`src/led_prog_params.svh`:
```
// timing counts, register indices and field positions for the led programmer
`ifndef LED_PROG_PARAMS_SVH
`define LED_PROG_PARAMS_SVH

`define CLK_FREQ_HZ 25000000
`define CLK_PERIOD_NS 40
`define MIN_PULSE_NS 200
`define MIN_PULSE_CYC ((`MIN_PULSE_NS + `CLK_PERIOD_NS - 1) / `CLK_PERIOD_NS)
`define ADDR_GAP_US 500
`define ADDR_GAP_CYC (`ADDR_GAP_US * 1000 / `CLK_PERIOD_NS)
`define OFF_DELAY_US 1000
`define OFF_DELAY_CYC (`OFF_DELAY_US * 1000 / `CLK_PERIOD_NS)
`define MODE_DELAY_US 800
`define MODE_DELAY_CYC (`MODE_DELAY_US * 1000 / `CLK_PERIOD_NS)
`define POR_DELAY_US 10
`define POR_DELAY_CYC (`POR_DELAY_US * 1000 / `CLK_PERIOD_NS)

`define REG_BANK_ENABLE 3'd1
`define REG_GLOBAL_CODE 3'd2
`define REG_BANK_C_CODE 3'd3
`define REG_BANK_B_CODE 3'd4
`define REG_BANK_A_CODE 3'd5
`define REG_PUMP_RESTART 3'd6
`define REG_COUNT 6

`define BANK_A_ON_BIT 0
`define BANK_B_ON_BIT 1
`define BANK_C_ON_BIT 2
`define RANGE_SEL_BIT 3
`define RANGE_SHIFT 3

`endif

```
`src/led_prog_pkg.sv`:
```
// types shared by the led programmer
package led_prog_pkg;
	typedef enum logic [1:0] {
		PUMP_1X = 2'b00,
		PUMP_1X5 = 2'b01,
		PUMP_2X = 2'b10
	} pump_mode_e;
	typedef enum logic [1:0] {
		LINK_OFF = 2'b00,
		LINK_ADDR = 2'b01,
		LINK_DATA = 2'b10,
		LINK_IDLE = 2'b11
	} link_state_e;
	typedef logic [5:0] code_t;
	typedef logic [8:0] current_t;
endpackage

```
`src/led_prog_top.sv`:
```
// one wire pulse count programmer and control for a six channel led driver
`timescale 1ns/1ps
`include "led_prog_params.svh"

module led_prog_top #(
	parameter int ADDR_GAP = `ADDR_GAP_CYC,
	parameter int OFF_DELAY = `OFF_DELAY_CYC,
	parameter int MODE_DELAY = `MODE_DELAY_CYC,
	parameter int POR_DELAY = `POR_DELAY_CYC
) (
	input wire logic clk,
	input wire logic reset,
	input wire logic prog_line,
	input wire logic undervoltage,
	input wire logic [5:0] headroom_low,
	input wire logic [5:0] cathode_near_out,
	input wire logic [5:0] cathode_released,
	output led_prog_pkg::current_t current_a1,
	output led_prog_pkg::current_t current_a2,
	output led_prog_pkg::current_t current_b1,
	output led_prog_pkg::current_t current_b2,
	output led_prog_pkg::current_t current_c1,
	output led_prog_pkg::current_t current_c2,
	output logic [5:0] led_channel_output_oe,
	output logic [5:0] sense_current_on,
	output logic device_enabled,
	output led_prog_pkg::pump_mode_e pump_mode
);
	import led_prog_pkg::*;

	// ****************************************
	// line synchroniser and glitch filter
	// ****************************************
	logic line_meta_r;
	logic line_sync_r;
	logic line_filt_r;
	logic line_prev_r;
	logic [3:0] glitch_cnt_r;
	logic uv_meta1_r;
	logic uv_sync_r;
	logic [5:0] hr_meta_r;
	logic [5:0] hr_sync_r;
	logic [5:0] near_meta_r;
	logic [5:0] near_sync_r;
	logic [5:0] rel_meta_r;
	logic [5:0] rel_sync_r;

	always_ff @(posedge clk) begin
		if (reset) begin
			line_meta_r <= 1'b0;
			line_sync_r <= 1'b0;
		end else begin
			line_meta_r <= prog_line;
			line_sync_r <= line_meta_r;
		end
	end

	always_ff @(posedge clk) begin
		if (reset) begin
			uv_meta1_r <= 1'b0;
			uv_sync_r <= 1'b0;
			hr_meta_r <= '0;
			hr_sync_r <= '0;
			near_meta_r <= '0;
			near_sync_r <= '0;
			rel_meta_r <= '0;
			rel_sync_r <= '0;
		end else begin
			uv_meta1_r <= undervoltage;
			uv_sync_r <= uv_meta1_r;
			hr_meta_r <= headroom_low;
			hr_sync_r <= hr_meta_r;
			near_meta_r <= cathode_near_out;
			near_sync_r <= near_meta_r;
			rel_meta_r <= cathode_released;
			rel_sync_r <= rel_meta_r;
		end
	end

	// level must differ for the full minimum width before it is accepted
	always_ff @(posedge clk) begin
		if (reset) begin
			line_filt_r <= 1'b0;
			glitch_cnt_r <= '0;
		end else if (line_sync_r == line_filt_r) begin
			glitch_cnt_r <= '0;
		end else if (glitch_cnt_r == 4'(`MIN_PULSE_CYC - 1)) begin
			line_filt_r <= line_sync_r;
			glitch_cnt_r <= '0;
		end else begin
			glitch_cnt_r <= glitch_cnt_r + 4'd1;
		end
	end

	always_ff @(posedge clk) begin
		if (reset)
			line_prev_r <= 1'b0;
		else
			line_prev_r <= line_filt_r;
	end

	logic fall;
	logic rise;
	assign fall = line_prev_r && !line_filt_r;
	assign rise = !line_prev_r && line_filt_r;

	// ****************************************
	// power-on settle, phase timers
	// ****************************************
	logic [8:0] por_cnt_r;
	logic por_done_r;
	logic [15:0] high_cnt_r;
	logic [15:0] low_cnt_r;
	logic gap_seen;
	logic off_seen;

	always_ff @(posedge clk) begin
		if (reset) begin
			por_cnt_r <= '0;
			por_done_r <= 1'b0;
		end else if (!por_done_r) begin
			if (por_cnt_r == 9'(POR_DELAY - 1))
				por_done_r <= 1'b1;
			else
				por_cnt_r <= por_cnt_r + 9'd1;
		end
	end

	always_ff @(posedge clk) begin
		if (reset || !line_filt_r)
			high_cnt_r <= '0;
		else if (!gap_seen)
			high_cnt_r <= high_cnt_r + 16'd1;
	end

	always_ff @(posedge clk) begin
		if (reset || line_filt_r)
			low_cnt_r <= '0;
		else if (!off_seen)
			low_cnt_r <= low_cnt_r + 16'd1;
	end

	assign gap_seen = high_cnt_r >= 16'(ADDR_GAP);
	assign off_seen = low_cnt_r >= 16'(OFF_DELAY);

	// ****************************************
	// address and data burst decoder
	// ****************************************
	link_state_e state_r;
	logic [6:0] pulse_cnt_r;
	logic [2:0] sel_r;
	logic sel_pending_r;
	logic shutdown;

	// low count clears a cycle late; gate it so a rise can re-enable
	assign shutdown = (off_seen && !line_filt_r) || uv_sync_r;

	logic [3:0] bank_enable_and_range_r;
	code_t global_current_code_r;
	code_t bank_c_current_code_r;
	code_t bank_b_current_code_r;
	code_t bank_a_current_code_r;
	logic pump_mode_restart_r;
	logic burst_end;
	logic pump_restart_pulse;

	assign burst_end = gap_seen && pulse_cnt_r != '0;

	always_ff @(posedge clk) begin
		if (reset || shutdown) begin
			state_r <= LINK_OFF;
			pulse_cnt_r <= '0;
			sel_r <= '0;
			sel_pending_r <= 1'b0;
		end else begin
			unique case (state_r)
				LINK_OFF: begin
					if (rise && por_done_r)
						state_r <= LINK_ADDR;
				end
				LINK_ADDR: begin
					if (fall && pulse_cnt_r != 7'h7f)
						pulse_cnt_r <= pulse_cnt_r + 7'd1;
					else if (burst_end) begin
						pulse_cnt_r <= '0;
						if (pulse_cnt_r <= 7'(`REG_COUNT)) begin
							sel_r <= pulse_cnt_r[2:0];
							sel_pending_r <= 1'b1;
							state_r <= LINK_DATA;
						end
					end
				end
				LINK_DATA: begin
					if (fall && pulse_cnt_r != 7'h7f)
						pulse_cnt_r <= pulse_cnt_r + 7'd1;
					else if (burst_end) begin
						pulse_cnt_r <= '0;
						sel_pending_r <= 1'b0;
						state_r <= LINK_IDLE;
					end
				end
				LINK_IDLE: begin
					if (fall) begin
						pulse_cnt_r <= 7'd1;
						state_r <= LINK_ADDR;
					end
				end
			endcase
		end
	end
	// a selected register with no data keeps LINK_DATA waiting

	logic sel_now;
	logic write_now;
	assign sel_now = state_r == LINK_ADDR && !fall && burst_end
		&& pulse_cnt_r <= 7'(`REG_COUNT);
	assign write_now = state_r == LINK_DATA && !fall && burst_end;

	// data code is range minus pulse count, modulo the range
	code_t data_code;
	logic [3:0] data_code4;
	assign data_code = 6'(7'd64 - pulse_cnt_r);
	assign data_code4 = 4'(5'd16 - 5'(pulse_cnt_r));

	// ****************************************
	// programmable registers
	// ****************************************
	function automatic code_t next_code(input code_t cur,
			input logic [2:0] idx);
		code_t r;
		r = cur;
		if (sel_now && pulse_cnt_r[2:0] == idx)
			r = '0;
		else if (write_now && sel_r == idx)
			r = data_code;
		return r;
	endfunction

	always_ff @(posedge clk) begin
		if (reset || shutdown) begin
			bank_enable_and_range_r <= '0;
			global_current_code_r <= '0;
			bank_c_current_code_r <= '0;
			bank_b_current_code_r <= '0;
			bank_a_current_code_r <= '0;
			pump_mode_restart_r <= 1'b0;
		end else begin
			if (sel_now && pulse_cnt_r[2:0] == `REG_BANK_ENABLE)
				bank_enable_and_range_r <= '0;
			else if (write_now && sel_r == `REG_BANK_ENABLE)
				bank_enable_and_range_r <= data_code4;
			global_current_code_r <= next_code(global_current_code_r,
				`REG_GLOBAL_CODE);
			bank_c_current_code_r <= next_code(bank_c_current_code_r,
				`REG_BANK_C_CODE);
			bank_b_current_code_r <= next_code(bank_b_current_code_r,
				`REG_BANK_B_CODE);
			bank_a_current_code_r <= next_code(bank_a_current_code_r,
				`REG_BANK_A_CODE);
			// trigger register: bit 0 set restarts the pump, then clears
			pump_mode_restart_r <= write_now
				&& sel_r == `REG_PUMP_RESTART && data_code[0];
		end
	end

	assign pump_restart_pulse = pump_mode_restart_r;

	// ****************************************
	// pump ratio control
	// ****************************************
	logic [5:0] active_mask;
	logic pump_run;
	pump_mode_e mode_w;

	assign pump_run = state_r != LINK_OFF;

	pump_mode_ctrl #(
		.MODE_DELAY(MODE_DELAY)
	) u_pump (
		.clk(clk),
		.reset(reset),
		.run(pump_run),
		.restart(pump_restart_pulse),
		.headroom_low(|(hr_sync_r & active_mask)),
		.mode(mode_w)
	);

	// ****************************************
	// channel current outputs
	// ****************************************
	logic [5:0] shorted_r;
	logic [2:0] bank_on;
	current_t chan_cur [6];

	assign bank_on = bank_enable_and_range_r[2:0];
	assign active_mask = {{2{bank_on[2]}}, {2{bank_on[1]}},
		{2{bank_on[0]}}} & ~shorted_r;

	// each bank code is ORed with the global code, so an empty bank code gives the global code
	function automatic current_t scale(input code_t c, input logic on);
		current_t v;
		v = '0;
		// step is eight times the low-range unit: code+1 in high range
		if (on && bank_enable_and_range_r[`RANGE_SEL_BIT])
			v = {current_t'(c) + 9'd1} << `RANGE_SHIFT;
		else if (on)
			v = current_t'(c);
		return v;
	endfunction

	genvar g;
	generate
		for (g = 0; g < 6; g++) begin : g_chan
			code_t code_sel;
			assign code_sel = (g < 2 ? bank_a_current_code_r :
				g < 4 ? bank_b_current_code_r : bank_c_current_code_r)
				| global_current_code_r;
			always_ff @(posedge clk) begin
				if (reset || shutdown) begin
					shorted_r[g] <= 1'b0;
				end else if (near_sync_r[g] && bank_on[g / 2]) begin
					shorted_r[g] <= 1'b1;
				end else if (rel_sync_r[g]) begin
					shorted_r[g] <= 1'b0;
				end
			end
			assign chan_cur[g] = scale(code_sel,
				bank_on[g / 2] && !shorted_r[g]);
		end
	endgenerate

	always_ff @(posedge clk) begin
		if (reset || shutdown || state_r == LINK_OFF) begin
			current_a1 <= '0;
			current_a2 <= '0;
			current_b1 <= '0;
			current_b2 <= '0;
			current_c1 <= '0;
			current_c2 <= '0;
			led_channel_output_oe <= '0;
			sense_current_on <= '0;
			device_enabled <= 1'b0;
			pump_mode <= PUMP_1X;
		end else begin
			current_a1 <= chan_cur[0];
			current_a2 <= chan_cur[1];
			current_b1 <= chan_cur[2];
			current_b2 <= chan_cur[3];
			current_c1 <= chan_cur[4];
			current_c2 <= chan_cur[5];
			led_channel_output_oe <= active_mask;
			sense_current_on <= shorted_r;
			device_enabled <= 1'b1;
			pump_mode <= mode_w;
		end
	end
endmodule

```
`src/pump_mode_ctrl.sv`:
```
// charge pump ratio stepper
`timescale 1ns/1ps
`include "led_prog_params.svh"
module pump_mode_ctrl #(
	parameter int MODE_DELAY = `MODE_DELAY_CYC
) (
	input wire logic clk,
	input wire logic reset,
	input wire logic run,
	input wire logic restart,
	input wire logic headroom_low,
	output led_prog_pkg::pump_mode_e mode
);
	import led_prog_pkg::*;

	logic [19:0] wait_r;

	always_ff @(posedge clk) begin
		if (reset || !run || restart) begin
			mode <= PUMP_1X;
			wait_r <= '0;
		end else if (headroom_low && mode != PUMP_2X) begin
			if (wait_r == 20'(MODE_DELAY - 1)) begin
				wait_r <= '0;
				// step to next ratio; holds at 2x
				mode <= (mode == PUMP_1X) ? PUMP_1X5 : PUMP_2X;
			end else begin
				wait_r <= wait_r + 20'd1;
			end
		end else begin
			wait_r <= '0;
		end
	end
endmodule

```
`config.mk`:
```
export PLATFORM = sky130hd
export DESIGN_NAME = led_prog_top
export DESIGN_NICKNAME = d
export VERILOG_FILES = /design/src/led_prog_pkg.sv /design/src/led_prog_top.sv /design/src/pump_mode_ctrl.sv
export VERILOG_INCLUDE_DIRS = /design/src
export SDC_FILE = /design/constraint.sdc
export NUM_CORES = 1
export LEC_CHECK = 0
export BUFFER_PORTS_ARGS = -buffer_cell sky130_fd_sc_hd__buf_2
export CAP_MARGIN = 30
export CORE_ASPECT_RATIO = 1.5
export CORE_UTILIZATION = 45
export CTS_BUF_LIST = sky130_fd_sc_hd__clkbuf_2
export CTS_CLUSTER_SIZE = 8
export DETAILED_ROUTE_END_ITERATION = 6
export PLACE_DENSITY_LB_ADDON = 0.2
export SETUP_SLACK_MARGIN = 0.02
export SLEW_MARGIN = 20
export SYNTH_ARGS = -nofsm -noshare
export SYNTH_HDL_FRONTEND = slang
export SYNTH_HIERARCHICAL = 1
export SYNTH_SLANG_ARGS = --single-unit
```
`constraint.sdc`:
```
create_clock -name clk -period 2.8 [get_ports clk]
set_input_delay 0.56 -clock clk [delete_from_list [all_inputs] [get_ports clk]]
set_output_delay 0.56 -clock clk [all_outputs]
set_load 0.005 [all_outputs]
```
==> results by group <==
Run status
  • Status: complete, no violations

Placement
  • Area after DPL: 9640 um2
  • Port bufs: 90
  • Placed Cells: 1278
  • Final GP Congestion: 0.817
  • DP HPWL: 13.6 mm

Clock network
  • Root Driver: clkbuf_2
  • Post_cts resized: 0
  • Buffer count from post-CTS setup fixing: 0
  • Clock-pin slew on the worst setup and hold paths: 0.13 ns
  • CTS tree: yes
  • Worst-case clock buffer depth: 3
  • Skew-Pair Late Insertion Delay: 0.82 ns
  • H-Tree Depth: 2
  • Clock sink count: 226
  • Hold-fix buffers, CTS: 20
  • CTS Buf Count: 53

Timing
  • Final Hold Fails: 0
  • Tightest Pin Transition: 0.783 ns
  • Crit path time final: 2.41 ns
  • Unrepaired setup endpoints after global routing: false
  • Final Skew: 0.0760 ns
  • Fmax: 414 MHz
  • Setup TNS: 0 ns
  • Slew Viols, Final: 0
  • Setup-failing EPs final: 0
  • Relative slew slack: 0.477
  • Tcrit/Tclk final: 0.862

Cells and area
  • Commonest cells after routing, fill and taps aside: dfxtp_1, nor2_1, buf_2
  • Cell area after layout: 10400 um2
  • Most common cell after layout, fill and taps aside: dfxtp_1
  • Area delta synth->final: 15.9%
  • Layout Nets: 1141
  • Final std cells w/o fill: 1395
  • Final Util: 0.536
  • Share of cells above drive strength 1: 0.191

Yosys
  • Number of synthesized flops with an enable pin: 0
  • Register bit total from synthesis: 226
  • Syn Std Cell Area: 8930 um2
  • Mapped Nets: 995
  • Synthesized instance count: 951
  • Async SR Flop Fraction: 0
  • Synth warn: 6
  • Synth Flop Type: dfxtp_1
  • Synthesized area per cell: 9.40 um2
  • Yosys cell types: 69
  • Register area share after synthesis: 0.506

Critical path
  • Worst path required time: 3.47 ns
  • Reg2reg path depth: 7
  • Kind of critical path: flop to flop
  • Critical Path Sink Type: flop
  • CP Max Fanout: 11
  • Arr. time, crit path: 3.08 ns
  • CP Launch Type: flop

Floorplanning
  • I/O pin total: 91
  • DIE AREA: 20400 um2
  • Initial Util: 0.463
  • Die X: 117 um
  • Area of the core: 19300 um2
  • Die height: 175 um
  • # rows: 62

Pwr
  • Pwr per Cell Area: 539 nW/um2
  • Worst IR Drop VDD: 311 uV
  • Pleak: 4.23 nW
  • Power Total: 0.00558 W

Global routing
  • First-pass GRT wire length: 31.6 mm
  • GRT Total Usage: 0.193
  • Vias in the first global route: 6861
  • Largest net degree at the start of global routing: 32
  • Initial antenna violation count: 1
  • Grt ovf: 0

Route
  • ANT nets after route: 0
  • DR WL/cell: 13.6 um
  • Drt first pass iters: 4
  • Vias/cell: 4.94
  • # DRC: 0
  • WL final: 19.0 mm
  • Vias: 6891
  • Initial DRC Count: 303

Hold path
  • Type of the worst min-delay path: primary input to flop
  • Worst hold path cell count: 4

Run
  • Max-cap viol count: 0
state kept, by name, indices dropped and copies added (netlist names), 7 cells and up:
register,cells
u_pump/wait_r,20
high_cnt_r,16
low_cnt_r,16
current_a1,9
current_a2,9
current_b1,9
current_b2,9
current_c1,9
current_c2,9
por_cnt_r,9
pulse_cnt_r,7
critical path: stages (launching register included):
cell and delay, ns:
dfxtp_1 0.60, ha_1 0.25, and3_1 0.24, a41o_1 0.29, nand3_1 0.15, a211oi_4 0.41
a21o_1 0.31, a311oi_1 0.08
area by class of cell:
class | count | area [um2]
fill | 1806 | 8960
sequential | 226 | 4520
multi-input combinational | 647 | 4090
timing repair buffer | 120 | 726
clock buffer | 76 | 380
tap | 256 | 320
inverter | 49 | 184
clock inverter | 20 | 131
antenna | 1 | 2.50
worst paths after layout:
path                                     from                                    end  slack, ns
setup reg to reg  pulse_cnt_r[0]$_SDFFE_PP0P_  bank_c_current_code_r[2]$_SDFFE_PP0P_       0.39
hold reg to reg       hr_meta_r[0]$_SDFF_PP0_                hr_sync_r[0]$_SDFF_PP0_       0.40
setup / recovery  pulse_cnt_r[0]$_SDFFE_PP0P_  bank_c_current_code_r[2]$_SDFFE_PP0P_       0.39
hold / removal                          reset            u_pump/mode[1]$_SDFFE_PP0P_       0.19
per-stage QoR:
step	worst slack [ns]	hold slack [ns]
2_1_floorplan	0.694	0.414
3_3_place_gp	0.434	0.422
3_5_place_dp	0.414	0.425
4_1_cts	0.395	0.0882
5_1_grt	0.226	0.152
6_report	0.387	0.189
per-layer routing:
layer / track usage / up-vias / wire, um
met1: 0.206 / 3130 / 7740
met4: 0.0944 / 0 / 666
met3: 0.0392 / 54 / 769
met5: 0 / - / 0
li1: - / 3551 / -
met2: 0.352 / 156 / 9790
power by group:
group | internal [W] | total (W) | switching (W)
Clock | 0.000916 | 0.00217 | 0.00125
Combinational | 0.0000708 | 0.000148 | 0.0000777
Sequential | 0.00325 | 0.00327 | 0.0000171
Total | 0.00424 | 0.00558 | 0.00135
cells by family after synthesis:
group,Yosys count,share of synthesized area
AND/OR/NAND/NOR,425,0.244
adder cells (fa/ha/maj),22,0.0308
multiplexers,20,0.0228
buffers and inverters,78,0.0364
flip-flops,226,0.506
XOR/XNOR,63,0.0618
AO/OA/AOI/OAI,117,0.0980
synthesized netlist by cell type, types with 9 or more instances:
master / n / area (um2)
dfxtp_1: 226 / 4520
nor2_1: 170 / 638
inv_1: 48 / 180
nand2_1: 48 / 180
nor2b_1: 48 / 300
nand3_1: 41 / 205
xor2_1: 34 / 298
a21oi_1: 32 / 160
xnor2_1: 29 / 254
and3_1: 23 / 144
o21ai_0: 23 / 115
ha_1: 22 / 275
nand4_1: 18 / 113
mux2i_1: 17 / 170
clkbuf_1: 15 / 56.3
nor3_1: 10 / 50.1
a22oi_1: 9 / 67.6
No activity file was read; power rests on OpenSTA's default activity.
